**src/logic/cspb_map.vh**
```
// Register offsets, field positions, reset values and modes of the codec serial pin buffer
`ifndef CSPB_MAP_VH
`define CSPB_MAP_VH

// Byte offsets on the register bus
`define CSPB_OFS_CTRL1 8'h00
`define CSPB_OFS_CTRL2 8'h04
`define CSPB_OFS_CTRL3 8'h08
`define CSPB_OFS_STATUS 8'h0c
// Buffer windows: address[7:4] selects, address[3:2] is the slot index
`define CSPB_RX_WINDOW 4'h1
`define CSPB_TX_WINDOW 4'h2

// Control one fields
`define CSPB_C1_ENABLE 0
`define CSPB_C1_BCK_DIR 1
`define CSPB_C1_FS_DIR 2
`define CSPB_C1_IDLE_MODE 3
`define CSPB_C1_MODE_HI 5
`define CSPB_C1_MODE_LO 4
// Control two fields
`define CSPB_C2_WS_HI 3
`define CSPB_C2_WS_LO 0
`define CSPB_C2_FLEN_HI 7
`define CSPB_C2_FLEN_LO 4
// Control three field
`define CSPB_C3_BCG_HI 11
`define CSPB_C3_BCG_LO 0

// Reset values
`define CSPB_RST_CTRL1 6'h00
`define CSPB_RST_WS 4'hf
`define CSPB_RST_FLEN 4'h0
`define CSPB_RST_BCG 12'h000

// Transfer formats
`define CSPB_MODE_MULTI 2'h0
`define CSPB_MODE_I2S 2'h1
`define CSPB_MODE_AC16 2'h2
`define CSPB_MODE_AC20 2'h3

// Fixed AC-Link geometry: 16 slots of 16 bits, sync high 16 periods
`define CSPB_AC_WS 4'hf
`define CSPB_AC_FLEN 4'hf
`define CSPB_LAST_SLOT 2'h3

`endif

```
**src/logic/cspb_edge_sync.v**
```verilog
// Two-stage synchroniser with level and edge outputs for one pin
`timescale 1ns/10ps
module cspb_edge_sync (
  input wire clk,
  input wire rstN,
  input wire din,
  output wire level,
  output wire rise,
  output wire fall
);
  reg stage1Reg;
  reg stage2Reg;
  reg stage3Reg;

  // First stage only feeds the second; edges come from stages two and three
  always @(posedge clk or negedge rstN) begin
    if (!rstN) begin
      stage1Reg <= 1'b0;
      stage2Reg <= 1'b0;
      stage3Reg <= 1'b0;
    end else begin
      stage1Reg <= din;
      stage2Reg <= stage1Reg;
      stage3Reg <= stage2Reg;
    end
  end

  assign level = stage2Reg;
  assign rise = stage2Reg & ~stage3Reg;
  assign fall = ~stage2Reg & stage3Reg;
endmodule // cspb_edge_sync

```
**src/logic/cspb_pin_buffer.v**
```verilog
// Codec serial pin buffer: pins, alignment, shift register and buffers
//
// Summary of operation
// - Output direction: device drives bit clock pin
// - Enabled: data out pin is output only
// - Idle periods: data out tri-stated or low
// - Enabled: data in pin is input only
// - Frame sync pin direction follows direction bit
// - Enabled: device owns all four pin directions
// - Buffer words left-justified, MSB at 15
// - Short received words: zero unused LSBs
// - Short transmit words: unused LSBs never sent
// - One 16-bit shift register both ways
// - Words shifted MSB first
// - Word length programmable up to sixteen
// - Up to sixteen slots, 256 periods
// - Four samples buffered each direction
// - Link works on shadow copies
// - Multichannel, I2S and AC-Link formats
// - Word-size field holds length minus one
// - Disable resets counters and stops clocks
// - One 2-bit address counter for both
// - Master sync starts one period before generator wraps
`timescale 1ns/10ps
`include "cspb_map.vh"
module cspb_pin_buffer #(
  parameter ADDR_W = 8
) (
  input wire clk_sys,
  input wire rst_n,
  input wire [ADDR_W-1:0] address,
  input wire read,
  input wire write,
  input wire [31:0] writedata,
  output reg [31:0] readdata,
  output reg waitrequest,
  input wire bitClockIn,
  output reg bitClockOut,
  output reg bitClockOe,
  input wire frameSyncIn,
  output reg frameSyncOut,
  output reg frameSyncOe,
  output reg serialDataOut,
  output reg serialDataOutOe,
  input wire serialDataIn
);
  reg [1:0] rstPipe;
  wire rstIntN;
  reg [5:0] ctrl1Reg;
  reg [3:0] wordSizeReg;
  reg [3:0] frameLenReg;
  reg [11:0] bitDivReg;
  reg [15:0] rxVisible [0:3];
  reg [15:0] txVisible [0:3];
  reg [15:0] rxShadow [0:3];
  reg [15:0] txShadow [0:3];
  reg [15:0] shiftReg;
  reg [3:0] bitCnt;
  reg [3:0] slotCnt;
  reg [1:0] bufAddr;
  reg [11:0] divCnt;
  reg bclkReg;
  reg frameActive;
  reg armed;
  reg wordBusy;
  reg fsPrev;
  reg [31:0] readNext;
  wire extBclkLevel;
  wire extBclkRise;
  wire extBclkFall;
  wire fsLevel;
  wire sdiLevel;
  integer i;
  integer j;

  // Reset release through two flops
  // Entry is immediate; only the release waits for the clock
  always @(posedge clk_sys or negedge rst_n) begin
    if (!rst_n) begin
      rstPipe <= 2'b00;
    end else begin
      rstPipe <= {rstPipe[0], 1'b1};
    end
  end
  assign rstIntN = rstPipe[1];

  // Control decode
  wire enable = ctrl1Reg[`CSPB_C1_ENABLE];
  wire bckIsInput = ctrl1Reg[`CSPB_C1_BCK_DIR];
  wire fsIsSlave = ctrl1Reg[`CSPB_C1_FS_DIR];
  wire idleDriveLow = ctrl1Reg[`CSPB_C1_IDLE_MODE];
  wire [1:0] mode = ctrl1Reg[`CSPB_C1_MODE_HI:`CSPB_C1_MODE_LO];
  wire acLink = (mode == `CSPB_MODE_AC16) || (mode == `CSPB_MODE_AC20);
  wire i2sMode = (mode == `CSPB_MODE_I2S);
  // AC-Link geometry is fixed; field holds length minus one otherwise
  wire [3:0] wsEff = acLink ? `CSPB_AC_WS : wordSizeReg;
  wire [3:0] flenEff = acLink ? `CSPB_AC_FLEN : frameLenReg;

  // Pin inputs pass two flops before any logic reads them
  cspb_edge_sync uBclkSync (
    .clk(clk_sys),
    .rstN(rstIntN),
    .din(bitClockIn),
    .level(extBclkLevel),
    .rise(extBclkRise),
    .fall(extBclkFall)
  );
  cspb_edge_sync uFsSync (
    .clk(clk_sys),
    .rstN(rstIntN),
    .din(frameSyncIn),
    .level(fsLevel),
    .rise(),
    .fall()
  );
  cspb_edge_sync uSdiSync (
    .clk(clk_sys),
    .rstN(rstIntN),
    .din(serialDataIn),
    .level(sdiLevel),
    .rise(),
    .fall()
  );

  // Internal bit clock: half period is divider plus one system clocks
  // A zero divider or an input direction parks the internal clock
  wire genOn = enable && !bckIsInput && (bitDivReg != `CSPB_RST_BCG);
  wire divTick = genOn && (divCnt == bitDivReg);
  wire bitRise = bckIsInput ? extBclkRise : (divTick && !bclkReg);
  wire bitFall = bckIsInput ? extBclkFall : (divTick && bclkReg);

  // Position of the period that starts at the next bit clock rise
  wire wordEnd = (bitCnt == wsEff);
  wire frameLast = wordEnd && (slotCnt == flenEff);
  wire [3:0] nextBit = wordEnd ? 4'h0 : bitCnt + 4'h1;
  wire [3:0] nextSlot = wordEnd ? ((slotCnt == flenEff) ? 4'h0 : slotCnt + 4'h1) : slotCnt;
  wire nextLast = (nextBit == wsEff) && (nextSlot == flenEff);
  // I2S level follows the slot one period ahead, so it flips a period before slot 0 and before the second half
  wire [3:0] aheadSlot = (nextBit == wsEff) ?
    ((nextSlot == flenEff) ? 4'h0 : nextSlot + 4'h1) : nextSlot;
  wire [4:0] aheadTwice = {aheadSlot, 1'b0};
  wire [4:0] flenCount = {1'b0, flenEff} + 5'h01;
  reg fsMaster;

  // Master sync shape per format, taken for the coming period
  always @* begin
    case (mode)
      `CSPB_MODE_MULTI: fsMaster = nextLast;
      `CSPB_MODE_I2S: fsMaster = (aheadTwice < flenCount);
      `CSPB_MODE_AC16: fsMaster = nextLast || ((nextSlot == 4'h0) && (nextBit != wsEff));
      `CSPB_MODE_AC20: fsMaster = nextLast || ((nextSlot == 4'h0) && (nextBit != wsEff));
      default: fsMaster = 1'b0;
    endcase
  end

  // Slave start: level in framed modes, either edge in I2S
  wire fsSeen = i2sMode ? (fsLevel != fsPrev) : fsLevel;
  wire newFrame = frameLast && (!fsIsSlave || armed);
  wire newWord = frameLast ? newFrame : (frameActive && wordEnd);
  wire storeWord = wordBusy && wordEnd;
  wire [1:0] loadAddr = storeWord ? bufAddr + 2'h1 : bufAddr;
  wire swapNow = storeWord && (bufAddr == `CSPB_LAST_SLOT);
  wire [15:0] txWord = swapNow ? txVisible[loadAddr] : txShadow[loadAddr];
  // Received bits sit low; shifting up left-justifies and zero-fills
  wire [15:0] rxWord = shiftReg << (4'hf - wsEff);

  // Link side: generators, shift register, shadow buffers
  always @(posedge clk_sys or negedge rstIntN) begin
    if (!rstIntN) begin
      bitCnt <= 4'hf;
      slotCnt <= 4'hf;
      frameActive <= 1'b0;
      armed <= 1'b0;
      wordBusy <= 1'b0;
      bufAddr <= 2'h0;
      divCnt <= 12'h000;
      bclkReg <= 1'b0;
      fsPrev <= 1'b0;
      frameSyncOut <= 1'b0;
      serialDataOut <= 1'b0;
      shiftReg <= 16'h0000;
      for (i = 0; i < 4; i = i + 1) begin
        rxShadow[i] <= 16'h0000;
        txShadow[i] <= 16'h0000;
        rxVisible[i] <= 16'h0000;
      end
    end else if (!enable) begin
      // Disabled: counters back to end of frame, clocks held still
      bitCnt <= wsEff;
      slotCnt <= flenEff;
      frameActive <= 1'b0;
      armed <= 1'b0;
      wordBusy <= 1'b0;
      bufAddr <= 2'h0;
      divCnt <= 12'h000;
      bclkReg <= 1'b0;
      fsPrev <= fsLevel;
      frameSyncOut <= 1'b0;
      serialDataOut <= 1'b0;
    end else begin
      // Divider toggles the internal clock
      if (genOn) begin
        if (divTick) begin
          divCnt <= 12'h000;
          bclkReg <= ~bclkReg;
        end else begin
          divCnt <= divCnt + 12'h001;
        end
      end else begin
        divCnt <= 12'h000;
      end
      if (bitRise) begin
        fsPrev <= fsLevel;
        frameSyncOut <= fsMaster;
        // Advance word and frame counters
        if (frameLast) begin
          if (newFrame) begin
            frameActive <= 1'b1;
            bitCnt <= 4'h0;
            slotCnt <= 4'h0;
            armed <= 1'b0;
          end else begin
            frameActive <= 1'b0;
          end
        end else if (frameActive) begin
          bitCnt <= nextBit;
          slotCnt <= nextSlot;
        end
        // Idle: first sync seen arms the next frame; a pending arm is kept.
        // Active: only a sync entering the last bit arms; the rest are ignored
        if (fsIsSlave && fsSeen && (frameActive ? (nextLast && !frameLast) : !armed)) begin
          armed <= 1'b1;
        end
        // Finished word goes to its slot, then the counter moves on
        if (storeWord) begin
          rxShadow[bufAddr] <= rxWord;
          bufAddr <= bufAddr + 2'h1;
        end
        // After four words rx shadow copies to rx visible and tx visible copies to tx shadow
        if (swapNow) begin
          for (i = 0; i < 3; i = i + 1) begin
            rxVisible[i] <= rxShadow[i];
            txShadow[i] <= txVisible[i];
          end
          rxVisible[3] <= rxWord;
          txShadow[3] <= txVisible[3];
        end
        // Load next word, MSB to the pin first
        if (newWord) begin
          shiftReg <= txWord;
          serialDataOut <= txWord[15];
          wordBusy <= 1'b1;
        end else if (storeWord) begin
          serialDataOut <= 1'b0;
          wordBusy <= 1'b0;
        end else if (wordBusy) begin
          serialDataOut <= shiftReg[15];
        end
      end
      // Sample on the falling edge; only ws+1 bits ever leave the MSB end
      if (bitFall && wordBusy) begin
        shiftReg <= {shiftReg[14:0], sdiLevel};
      end
    end
  end

  // Pin directions follow the controls only while enabled; the clock pin
  // copies the next internal clock so data and clock edges leave together
  always @(posedge clk_sys or negedge rstIntN) begin
    if (!rstIntN) begin
      bitClockOut <= 1'b0;
      bitClockOe <= 1'b0;
      frameSyncOe <= 1'b0;
      serialDataOutOe <= 1'b0;
    end else begin
      bitClockOut <= enable && (divTick ? ~bclkReg : bclkReg);
      bitClockOe <= enable && !bckIsInput;
      frameSyncOe <= enable && !fsIsSlave;
      serialDataOutOe <= enable && (wordBusy || idleDriveLow);
    end
  end

  // Read mux for the bus
  always @* begin
    readNext = 32'h0000_0000;
    if (address[7:4] == `CSPB_RX_WINDOW) begin
      readNext = {16'h0000, rxVisible[address[3:2]]};
    end else if (address[7:4] == `CSPB_TX_WINDOW) begin
      readNext = {16'h0000, txVisible[address[3:2]]};
    end else begin
      case (address)
        `CSPB_OFS_CTRL1: readNext = {26'h0000000, ctrl1Reg};
        `CSPB_OFS_CTRL2: readNext = {24'h000000, frameLenReg, wordSizeReg};
        `CSPB_OFS_CTRL3: readNext = {20'h00000, bitDivReg};
        `CSPB_OFS_STATUS: readNext = {27'h0000000, fsLevel,
          (bckIsInput ? extBclkLevel : bclkReg), frameActive, bufAddr};
        default: readNext = 32'h0000_0000;
      endcase
    end
  end

  // Avalon slave: one wait cycle, write lands when waitrequest is low
  always @(posedge clk_sys or negedge rstIntN) begin
    if (!rstIntN) begin
      waitrequest <= 1'b1;
      readdata <= 32'h0000_0000;
      ctrl1Reg <= `CSPB_RST_CTRL1;
      wordSizeReg <= `CSPB_RST_WS;
      frameLenReg <= `CSPB_RST_FLEN;
      bitDivReg <= `CSPB_RST_BCG;
      for (j = 0; j < 4; j = j + 1) begin
        txVisible[j] <= 16'h0000;
      end
    end else begin
      // Answer a new request once; the next edge raises waitrequest again
      if (waitrequest && (read || write)) begin
        waitrequest <= 1'b0;
        readdata <= read ? readNext : 32'h0000_0000;
      end else begin
        waitrequest <= 1'b1;
      end
      // Receive window and status are read-only, so writes there fall away
      if (write && !waitrequest) begin
        if (address[7:4] == `CSPB_TX_WINDOW) begin
          txVisible[address[3:2]] <= writedata[15:0];
        end else begin
          case (address)
            `CSPB_OFS_CTRL1: ctrl1Reg <= writedata[`CSPB_C1_MODE_HI:`CSPB_C1_ENABLE];
            `CSPB_OFS_CTRL2: begin
              wordSizeReg <= writedata[`CSPB_C2_WS_HI:`CSPB_C2_WS_LO];
              frameLenReg <= writedata[`CSPB_C2_FLEN_HI:`CSPB_C2_FLEN_LO];
            end
            `CSPB_OFS_CTRL3: bitDivReg <= writedata[`CSPB_C3_BCG_HI:`CSPB_C3_BCG_LO];
            default: ctrl1Reg <= ctrl1Reg;
          endcase
        end
      end
    end
  end
endmodule // cspb_pin_buffer

```
**config.mk**
```make
export PLATFORM = sky130hd
export DESIGN_NAME = cspb_pin_buffer
export DESIGN_NICKNAME = d
export VERILOG_FILES = /design/src/logic/cspb_edge_sync.v /design/src/logic/cspb_pin_buffer.v
export VERILOG_INCLUDE_DIRS = /design/src /design/src/logic
export SDC_FILE = /design/constraint.sdc
export NUM_CORES = 1
export LEC_CHECK = 0
export ABC_AREA = 1
export BUFFER_PORTS_ARGS = -buffer_cell sky130_fd_sc_hd__buf_4
export CAP_MARGIN = 20
export CORE_ASPECT_RATIO = 1.75
export CORE_MARGIN = 3
export CORE_UTILIZATION = 60
export CTS_BUF_LIST = sky130_fd_sc_hd__clkbuf_4
export CTS_CLUSTER_SIZE = 16
export DETAILED_ROUTE_END_ITERATION = 6
export PLACE_DENSITY_LB_ADDON = 0.05
export SETUP_SLACK_MARGIN = 0.05
export SLEW_MARGIN = 15
export SYNTH_ARGS = -nofsm -noshare
export SYNTH_HDL_FRONTEND = slang
export SYNTH_HIERARCHICAL = 1
export SYNTH_SLANG_ARGS = --single-unit
```
**constraint.sdc**
```tcl
create_clock -name clk_sys -period 12.1 [get_ports clk_sys]
set_input_delay 1.21 -clock clk_sys [delete_from_list [all_inputs] [get_ports clk_sys]]
set_output_delay 1.21 -clock clk_sys [all_outputs]
set_load 0.01 [all_outputs]
```
# Word-level counts from Yosys, hierarchy flattened

Cells that the tools add are included.

Bits in registers: 373
Memories: 0
Latch bits: 0
RAM bits: 0
Input port bits: 47
Bits in read-only memories: 0
Logic and storage cells: 228

Mux-type cells: 81
Magnitude comparators: 6
Bitwise operators: 9
Shifts and indexed selects: 1
Add/sub/neg operators: 7
Multipliers: 0
Eq/ne operators: 25
Div/mod/pow operators: 0
Reduce and logical (&&, ||, !) cells: 53

Operators by type and width:

| cell                                                   | number |
|---|---|
| two-way mux 16 bit                                     | 14 |
| binary-select mux 16 bit (select 2 bit)                | 4 |
| bitwise mux 64 bit                                     | 2 |
| two-way mux 32 bit                                     | 3 |
| demux 16 bit (select 2 bit)                            | 2 |
| two-way mux 4 bit                                      | 16 |
| case mux 12 bit (4 select lines)                       | 1 |
| two-way mux 12 bit                                     | 3 |
| two-way mux 1 bit                                      | 32 |
| AND reduction 3 bit                                    | 8 |
| logical AND 1 bit                                      | 23 |
| equality test 4 bit                                    | 4 |
| equality test 8 x 4 -> 1 bit (second input constant)   | 2 |
| << shifter 16 x 4 -> 16 bit                            | 1 |
| adder 12 x 1 -> 12 bit (second input constant)         | 1 |
| adder 4 x 1 -> 4 bit (second input constant)           | 3 |
| equality test 12 bit                                   | 1 |
| inequality test 3 x 1 -> 1 bit (second input constant) | 4 |
| nonzero test 12 bit                                    | 1 |
| >= comparator 3 bit (second input constant)            | 3 |
| inverter 2 -> 3 bit                                    | 3 |
| equality test 8 x 3 -> 1 bit (second input constant)   | 1 |
| zero test 8 bit                                        | 1 |
| AND reduction 2 bit                                    | 4 |
| 24 further kinds                                       | 45 |

# Longest topological paths before layout

Gate-level depths: netlist (run 1).

Depth after elaboration: 14
Depth in mapped cells: 23
Mapped depth without buffers: 22

# By module

Netlist (run 1), hierarchy kept.

By module, submodules not included:

| module          | cells each | area an instance (um^2) | instances |
|---|---|---|---|
| cspb_pin_buffer | 2098       | 16693.5                 | 1 |
| cspb_edge_sync  | 7          | 90.1                    | 3 |

# Worst setup path before layout (run 1)

Ideal clock, no wire load.

Path type: register to register
From: register ctrl1Reg[5]
To: register frameSyncOut
Arrival time: 2.754 ns
Data required time: 12.035 ns
Stages on the path, launching flop included: 18
Period minus slack after synthesis: 2.820 ns
Setup slack: 9.280 ns
Path through: dfrtp_1 -> nor2_4 -> xor2_1 -> nor2_1 -> nand2_4 -> buf_6 -> o21ai_1 -> nand3_1 -> nor3_1 -> nand3_1 -> xnor2_1 -> nor2_1 -> ha_1 -> a21oi_1 -> o221ai_1 -> a21oi_1 -> o21ai_0 -> nand2_1

Cells in the longest elaborated chain, start to end: 13
Elaborated cells between the ends (all ways): 28
Those cells by class: add/sub: 2; order compare: 1; eq/ne: 8; mux: 10; reduce/logical: 7

Ends and longest elaborated chain:

| element                                                            | RTL line                                     | text |
|---|---|---|
| from (decl)                                                        | cspb_pin_buffer.v:49                         | `reg [5:0] ctrl1Reg;` |
| from (signal assigned)                                             | cspb_pin_buffer.v:307                        | `` ctrl1Reg <= `CSPB_RST_CTRL1; `` |
| from (signal assigned)                                             | cspb_pin_buffer.v:328                        | `` `CSPB_OFS_CTRL1: ctrl1Reg <= writedata[`CSPB_C1_MODE_HI:`CSPB_C1_ENABLE]; `` |
| from (signal assigned)                                             | cspb_pin_buffer.v:334                        | `default: ctrl1Reg <= ctrl1Reg;` |
| equality test 2 bit                                                | cspb_pin_buffer.v:147                        | `case (mode)` |
| logical OR 1 bit                                                   | cspb_pin_buffer.v:93                         | `` wire acLink = (mode == `CSPB_MODE_AC16) \|\| (mode == `CSPB_MODE_AC20); `` |
| two-way mux 4 bit                                                  | cspb_pin_buffer.v:97                         | `` wire [3:0] flenEff = acLink ? `CSPB_AC_FLEN : frameLenReg; `` |
| equality test 4 bit                                                | cspb_pin_buffer.v:136                        | `wire [3:0] nextSlot = wordEnd ? ((slotCnt == flenEff) ? 4'h0 : slotCnt + 4'h1) : slotCnt;` |
| two-way mux 4 bit (2 in series)                                    | cspb_pin_buffer.v:136                        |  |
| adder 4 x 1 -> 4 bit / equality test 4 bit (equally long branches) | cspb_pin_buffer.v:140, cspb_pin_buffer.v:137 |  |
| two-way mux 4 bit                                                  | cspb_pin_buffer.v:140                        | `((nextSlot == flenEff) ? 4'h0 : nextSlot + 4'h1) : nextSlot;` |
| two-way mux 4 bit                                                  | cspb_pin_buffer.v:139                        | `wire [3:0] aheadSlot = (nextBit == wsEff) ?` |
| less-than comparator 5 bit                                         | cspb_pin_buffer.v:149                        | `` `CSPB_MODE_I2S: fsMaster = (aheadTwice < flenCount); `` |
| case mux 1 bit (3 select lines) *                                  | cspb_pin_buffer.v:147                        |  |
| two-way mux 1 bit *                                                | cspb_pin_buffer.v:212                        | `if (bitRise) begin` |
| two-way mux 1 bit *                                                | cspb_pin_buffer.v:187                        | `end else if (!enable) begin` |
| to (signal assigned)                                               | cspb_pin_buffer.v:214                        | `frameSyncOut <= fsMaster;` |
| to (decl)                                                          | cspb_pin_buffer.v:41                         | `output reg frameSyncOut,` |

Mark *: on every way between the ends. The rest lies on a longest branch, timed or not. The select of a mux whose other input is x is not followed.
A chain may end at the register's enable or synchronous reset.

# Worst setup path after layout (run 1)

From: register ctrl1Reg[5]
To: register rxVisible[58] (netlist name)

Cells in the longest elaborated chain, start to end: 7
Elaborated cells between the ends (all ways): 8
Those cells by class: eq/ne: 3; mux: 1; reduce/logical: 4

Ends and longest elaborated chain:

| element                         | RTL line              | text |
|---|---|---|
| equality test 2 bit             | -                     |  |
| logical OR 1 bit *              | cspb_pin_buffer.v:93  |  |
| two-way mux 4 bit *             | cspb_pin_buffer.v:96  | `` wire [3:0] wsEff = acLink ? `CSPB_AC_WS : wordSizeReg; `` |
| equality test 4 bit *           | cspb_pin_buffer.v:133 | `wire wordEnd = (bitCnt == wsEff);` |
| logical AND 1 bit *             | cspb_pin_buffer.v:160 | `wire storeWord = wordBusy && wordEnd;` |
| logical AND 1 bit *             | cspb_pin_buffer.v:162 | `` wire swapNow = storeWord && (bufAddr == `CSPB_LAST_SLOT); `` |
| AND reduction 3 bit (no line) * | -                     |  |
| to (signal, indexed assignment) | cspb_pin_buffer.v:242 | `rxVisible[i] <= rxShadow[i];` |
| to (decl)                       | cspb_pin_buffer.v:53  | `reg [15:0] rxVisible [0:3];` |

Mark *: on every way between the ends. The rest lies on a longest branch, timed or not.

==> results of run 1 <==
## routing by layer
metal  up-vias  part of all wire  routed length [um]
met5         -           0.00026                  13
met4         2             0.082                4040
met3       162             0.068                3340
met2       636              0.49               24100
met1      7103              0.36               17500
li1       7048                 -                   -
## worst min path at each step
stage	from	slack [ns]	endpoint
after floorplan	rstPipe[0]$_DFF_PN0_	0.33	rstPipe[1]$_DFF_PN0_
after global placement	uSdiSync/stage1Reg$_DFF_PN0_	0.34	uSdiSync/level$_DFF_PN0_
after detailed placement	rstPipe[0]$_DFF_PN0_	0.34	rstPipe[1]$_DFF_PN0_
after CTS	rst_n	0.16	rstPipe[1]$_DFF_PN0_
after global routing	rst_n	0.19	rstPipe[1]$_DFF_PN0_
final	rst_n	0.23	rstPipe[1]$_DFF_PN0_
## cell type report
class | instances | area, um^2 | share of cell area
clock inverters | 31 | 140 | 0.00758
inverters | 184 | 696 | 0.0377
diodes | 1 | 2.50 | 0.000135
flip-flops and latches | 341 | 8550 | 0.463
clock buffers | 117 | 878 | 0.0475
multi-input cells | 1476 | 7110 | 0.385
well taps | 369 | 462 | 0.0250
repair buffers | 80 | 637 | 0.0345
## registers in the layout, summed over array words and instances, names as in the netlist, 6 cells and up
| register | cells |
|---|---|
| shiftReg | 16 |
| divCnt | 12 |
| rxVisible | 64 |
| bitDivReg | 12 |
| ctrl1Reg | 6 |
| txVisible | 64 |
| rxShadow | 48 |
| txShadow | 64 |
| readdata | 16 |
## stage by stage
| step | instance area, um^2 | util | std cells |
|---|---|---|---|
| global placement | 17400 | 0.633 | 2448 |
| global route | 18500 | 0.671 | 2599 |
| CTS | 18400 | 0.670 | 2596 |
| finish | 18500 | 0.671 | 2599 |
| floorplan | 16900 | - | 2124 |
| detailed placement | 17400 | 0.633 | 2448 |
## worst register-to-register path, delay by kind of cell, from the launching register on
family / cells / cell delay [ns]
DFF: 1 / 0.77
and+or+nand+nor: 7 / 1.42
buffers and inverters: 4 / 2.17
AOI/OAI and AO/OA: 2 / 0.31
## placed cells by master, fill, tap and decap left out, types with 7 or more instances in the layout
cell	n
clkinv_1	22
inv_1	172
ha_1	16
o22ai_1	71
o211ai_1	13
clkbuf_4	117
nand4_1	11
xor2_1	16
mux2_2	10
nor2_1	122
buf_4	77
a221oi_1	7
nand2_1	669
inv_2	9
nor3_1	9
o2111ai_1	7
xnor2_1	12
a21oi_1	31
o21ai_1	50
o21ai_0	281
nand2_2	7
o31ai_1	9
conb_1	17
dfstp_2	13
dfrtp_1	327
nand3_1	54
## power by group through the flow
stage	registers (mW)	logic [mW]	clock network (mW)
floorplan	1.23	0.178	0
global placement	1.22	0.255	0
detailed placement	1.22	0.263	0
CTS	1.20	0.264	0.941
global route	1.20	0.302	1.00
finish	1.20	0.266	0.917
==> results.md, run 1 <==
* Die Ht at 228 um
* Num rows at 80
* Synth Cell Area at 16900 um^2
* Final worst path period need at 4.82 ns
* Tightest Hold Check Type: in2async
* Residual DRC at 0
* Critical Path, Cell by Cell: nor2_2 > inv_2 > nand2_1 > a21oi_2 > nand2_4 > nor2_8 > nand2_4 > nor2_4 > buf_4 > inv_4 > buf_4 > nand2_1 > o21ai_0
* Met3 usage at 0.0494
* Routed WL at 49.1 mm
* Clk_lat worst skew at 0.78 ns
* Wire per inst at 18.9 um
* Setup Slack @ Placement at 7.38 ns
* CP Capture Point: rxVisible[58]$_DFFE_PN0P_
* Crit end category: flip-flop
* Slowest cell on the critical path: dfrtp_1
* Number of gates resized after cts at 0
* Reg power frac at 0.504
* Sum of negative setup slack at 0 ns
* Met1 Resource Use GR at 0.376
* Max_cap viols at 0
* WP depth at 13
* Final Wtd Congestion at 0.920
* Max incr delay on CP at 0.77 ns
* Post-CTS setup buffer count at 0
* First-pass GRT wire length at 77.7 mm
* Crit Path Category: reg2reg
* Reg-to-reg slack, setup at 7.28 ns
* H-tree depth at 3
* Reg clk slew, reported paths at 0.07 ns
* Clk sinks at 341
* Fin. Hold Viols at 0
* Drt first pass iters at 6
* Syn Area/Cell at 8.01 um^2
* Run status: completed
* Combinational share of power at 0.111
* Final setup fails at 0
* Switch Pwr at 0.677 mW
* Root Driver: clkbuf_4
* RR Endpoint: rxVisible[58]$_DFFE_PN0P_
* Crit path max fanout at 108
* Fillers at 2442
* Worst setup margin at 7.28 ns
* Critical path origin: ctrl1Reg[5]$_DFFE_PN0P_
* Period utilisation layout at 0.398
* GRT overflow at 0
* Ys Warns at 6
* Worst path top cell family by delay: buffers and inverters
* P&R area growth vs syn at 9.43%
* Mapped Cells at 2109
* PwrDens at 129 nW/um^2
* Sw frac at 0.284
* CTS tree: yes
* RSZ-0062 raised after global routing: no
* Final hold slack at 0.226 ns
* Max IR drop VDD at 127 uV
* Clock Tree Buf Depth at 3
* Hpwl dp at 32.3 mm
* Max_slew headroom at 0.275
* IO buf count at 53
* Clk network pwr share at 0.385
* Required time worst endpoint at 12.68 ns
* Max Fclk at 208 MHz
* Layout Nets at 2228
* Core Box Area at 27500 um^2
* Vias in the first global route at 14790
* Share of layout cells above drive strength 1 at 0.123
* Worst EP arrival at 5.40 ns
* Largest net degree at the start of global routing at 186
* Internal power at 1.71 mW
* Iteration-0 DRC Markers at 1268
* Gr busiest metal: met2
* Final Slew Violations at 0
* Slew @ Worst Pin at 1.09 ns
* Reg2Reg Launch Point: ctrl1Reg[5]$_DFFE_PN0P_
* Total power at 2.38 mW
* DRT antenna net count at 0
* Total GRT Usage at 0.327
* Die area at 30300 um^2
* Starting density of the core at 0.613
* CTS buffer count at 82
* Leakage at 9.21 nW
* Clk_skew at 0.0493 ns
* # hold bufs at CTS at 0
* Antenna violations before repair at 2
* I/O pins at 86
* Via density per instance at 5.75
* CP startpoint kind: flip-flop
* Worst R2R Path Depth at 13
* CP bufs+invs at 4
* Met2 GRT Util at 0.539
* Via Count at 14951
* Die width at 133 um
(Power assumes the default switching activity.)
==> inputs of run 2 (changes only) <==
--- a/config.mk
+++ b/config.mk
@@ -11,7 +11,7 @@
 export CAP_MARGIN = 20
 export CORE_ASPECT_RATIO = 1.75
 export CORE_MARGIN = 3
-export CORE_UTILIZATION = 60
+export CORE_UTILIZATION = 58
 export CTS_BUF_LIST = sky130_fd_sc_hd__clkbuf_4
 export CTS_CLUSTER_SIZE = 16
 export DETAILED_ROUTE_END_ITERATION = 6
==> constraint.sdc (replaced) <==
create_clock -name clk_sys -period 3.9 [get_ports clk_sys]
set_input_delay 0.39 -clock clk_sys [delete_from_list [all_inputs] [get_ports clk_sys]]
set_output_delay 0.39 -clock clk_sys [all_outputs]
set_load 0.01 [all_outputs]
==> run 2 against run 1 <==
Compared with the run above: critical path type unchanged; clock-buffer cell count is 1 higher; combinational power grew to 3.3 times the previous value; sequential power grew to 3.1 times the previous value; worst setup slack worse by 7.0 ns; power grew to 3.2 times the previous value; clock power grew to 3.4 times the previous value; cell count is 1.3% higher; global-route usage is 0.74 points higher; utilization is 1.1 points lower; routed wire length is 4.5% higher.
==> results.md, run 2 (synthesized netlist as in run 1, its figures left out) <==
* Dpl cell area at 17700 um^2 (+1.4%)
* Die area at 31300 um^2 (+3.3%)
* Starting density of the core at 0.590 (-0.0235)
* Clock Tree Buf Depth at 3 (unchanged)
* Worst setup margin at 0.296 ns (-6.98 ns)
* Die width at 135 um (+1.6%)
* Root Driver: clkbuf_4
* Max IR drop VDD at 320 uV (+150%)
* Run status: completed
* Routed WL at 51.3 mm (+4.5%)
* P&R area growth vs syn at 11.9%
* Slew @ Worst Pin at 0.855 ns (-0.232 ns)
* Most common cell after layout, fill and taps aside: nand2_1
* Final Slew Violations at 0 (unchanged)
* Core Box Area at 28600 um^2 (+4.0%)
* Final worst path period need at 3.60 ns (-1.22 ns)
* Num rows at 82 (+2.5%)
* Residual DRC at 0 (unchanged)
* DP Cell Count at 2479 (+1.3%)
* Met1 Resource Use GR at 0.373 (-0.00273)
* RSZ-0062 raised after global routing: no
* Met2 GRT Util at 0.572 (+0.0329)
* Crit end category: flip-flop
* Iteration-0 DRC Markers at 1097 (-13%)
* Final setup fails at 0 (unchanged)
* Via Count at 14990 (+0.26%)
* Reg clk slew, reported paths at 0.08 ns (about the same)
* Period utilisation layout at 0.924 (+0.526)
* Drt first pass iters at 5 (-1)
* Fin. Hold Viols at 0 (unchanged)
* First-pass GRT wire length at 80.3 mm (+3.4%)
* Clk sinks at 341 (unchanged)
* Antenna violations before repair at 1 (-1)
* Worst EP arrival at 4.29 ns (-1.11 ns)
* Largest net degree at the start of global routing at 97 (-48%)
* Total power at 7.68 mW (+220%)
* Final Wtd Congestion at 0.890 (-3.3%)
* H-tree depth at 3 (unchanged)
* I/O pins at 86 (unchanged)
* CTS buffer count at 81 (-1.2%)
* Tightest Hold Check Type: in2reg
* Fillers at 2519 (+3.2%)
* Hpwl dp at 34.9 mm (+8.0%)
* Max_slew headroom at 0.425 (+0.150)
* Post-CTS setup buffer count at 0 (unchanged)
* Via density per instance at 5.69 (-1.0%)
* Clk_skew at 0.0383 ns (-0.0110 ns)
* Max_cap viols at 0 (unchanged)
* Vias in the first global route at 14756 (-0.23%)
* Wire per inst at 19.5 um (+3.2%)
* PwrDens at 406 nW/um^2 (+220%)
* Crit Path Category: reg2reg
* Commonest cells after routing, fill and taps aside: nand2_1, dfrtp_1, o21ai_0, inv_1, nor2_1
* Leakage at 9.42 nW (+2.2%)
* Required time worst endpoint at 4.59 ns (-8.09 ns)
* Layout Nets at 2262 (+1.5%)
* Crit path max fanout at 19 (-82%)
* Final hold slack at 0.0816 ns (-0.144 ns)
* CTS tree: yes
* Die Ht at 232 um (+1.7%)
* DRT antenna net count at 0 (unchanged)
* Top Registers: rxVisible (64), txShadow (64), txVisible (64)
* Share of layout cells above drive strength 1 at 0.129 (+0.00618)
* Setup Slack @ Placement at 0.438 ns (-6.95 ns)
* Gr busiest metal: met2
* Met3 usage at 0.0553 (+0.00591)
* CP startpoint kind: flip-flop
* Post-Layout Cell Count at 2633 (+1.3%)
* Clk_lat worst skew at 0.76 ns (-0.02 ns)
* Post-layout util at 0.660 (-0.0113)
* IO buf count at 53 (unchanged)
* GRT overflow at 0 (unchanged)
* Total GRT Usage at 0.335 (+0.00742)
* Sum of negative setup slack at 0 ns (unchanged)
* Max Fclk at 277 MHz (+34%)
* Finished Cell Area at 18900 um^2 (+2.2%)
## run 2: timing repair
item | 4_1_cts | 5_1_grt
gates resized for setup | 0 | 0
endpoints found under the hold margin | 39 | 0
hold buffers | 15 | 0
## run 2: path summary, 6_finish.rpt
| check | start | slack (ns) | depth (start not counted) | to |
|---|---|---|---|---|
| min in group asynchronous | rstPipe[1]$_DFF_PN0_ | 0.40 | 0 | rxShadow[18]$_DFFE_PN0P_ |
| worst max register to register | ctrl1Reg[5]$_DFFE_PN0P_ | 0.30 | 16 | frameSyncOut$_DFFE_PN0P_ |
| worst min-delay path | writedata[3] | 0.08 | 3 | txVisible[51]$_DFFE_PN0P_ |
| worst min register to register | uBclkSync/stage1Reg$_DFF_PN0_ | 0.36 | 0 | uBclkSync/level$_DFF_PN0_ |
| worst max-delay path | ctrl1Reg[5]$_DFFE_PN0P_ | 0.30 | 16 | frameSyncOut$_DFFE_PN0P_ |
| max in group asynchronous | rstPipe[1]$_DFF_PN0_ | 2.50 | 1 | rxShadow[54]$_DFFE_PN0P_ |
## run 2: cell type report
class                           count  area, um^2  share of cell area
Timing Repair Buffer              115         988              0.0523
Tap cell                          378         473              0.0250
Multi-Input combinational cell   1476        7110               0.376
Clock buffer                      118         886              0.0469
Antenna cell                        1        2.50            0.000132
Inverter                          184         696              0.0368
Sequential cell                   341        8550               0.453
Clock inverter                     20         184             0.00974
## run 2: routing by layer
layer,vias to the layer above,share of wire
met5,-,0
met4,0,0.080
met3,170,0.054
met2,523,0.51
met1,7196,0.36
li1,7101,-
## run 2: worst max-delay path: stages (launching register included)
cell	delay (ns)
dfrtp_1	0.47
nor2_4	0.43
xor2_1	0.12
nor2_1	0.22
nand2_4	0.18
o21ai_1	0.17
nand3_1	0.15
nor3_1	0.43
nand3_1	0.15
xnor2_1	0.17
nor2_1	0.07
ha_1	0.33
a21oi_1	0.17
o221ai_1	0.15
a21oi_1	0.14
o21ai_0	0.11
nand2_1	0.07
## run 2: report_power, final
part / leakage, nW / switching [mW] / total [mW] / internal [mW]
combinational: 4.36 / 0.584 / 0.874 / 0.290
clock: 0.634 / 1.43 / 3.08 / 1.65
sequential: 4.42 / 0.0970 / 3.72 / 3.63
total: 9.42 / 2.11 / 7.68 / 5.56
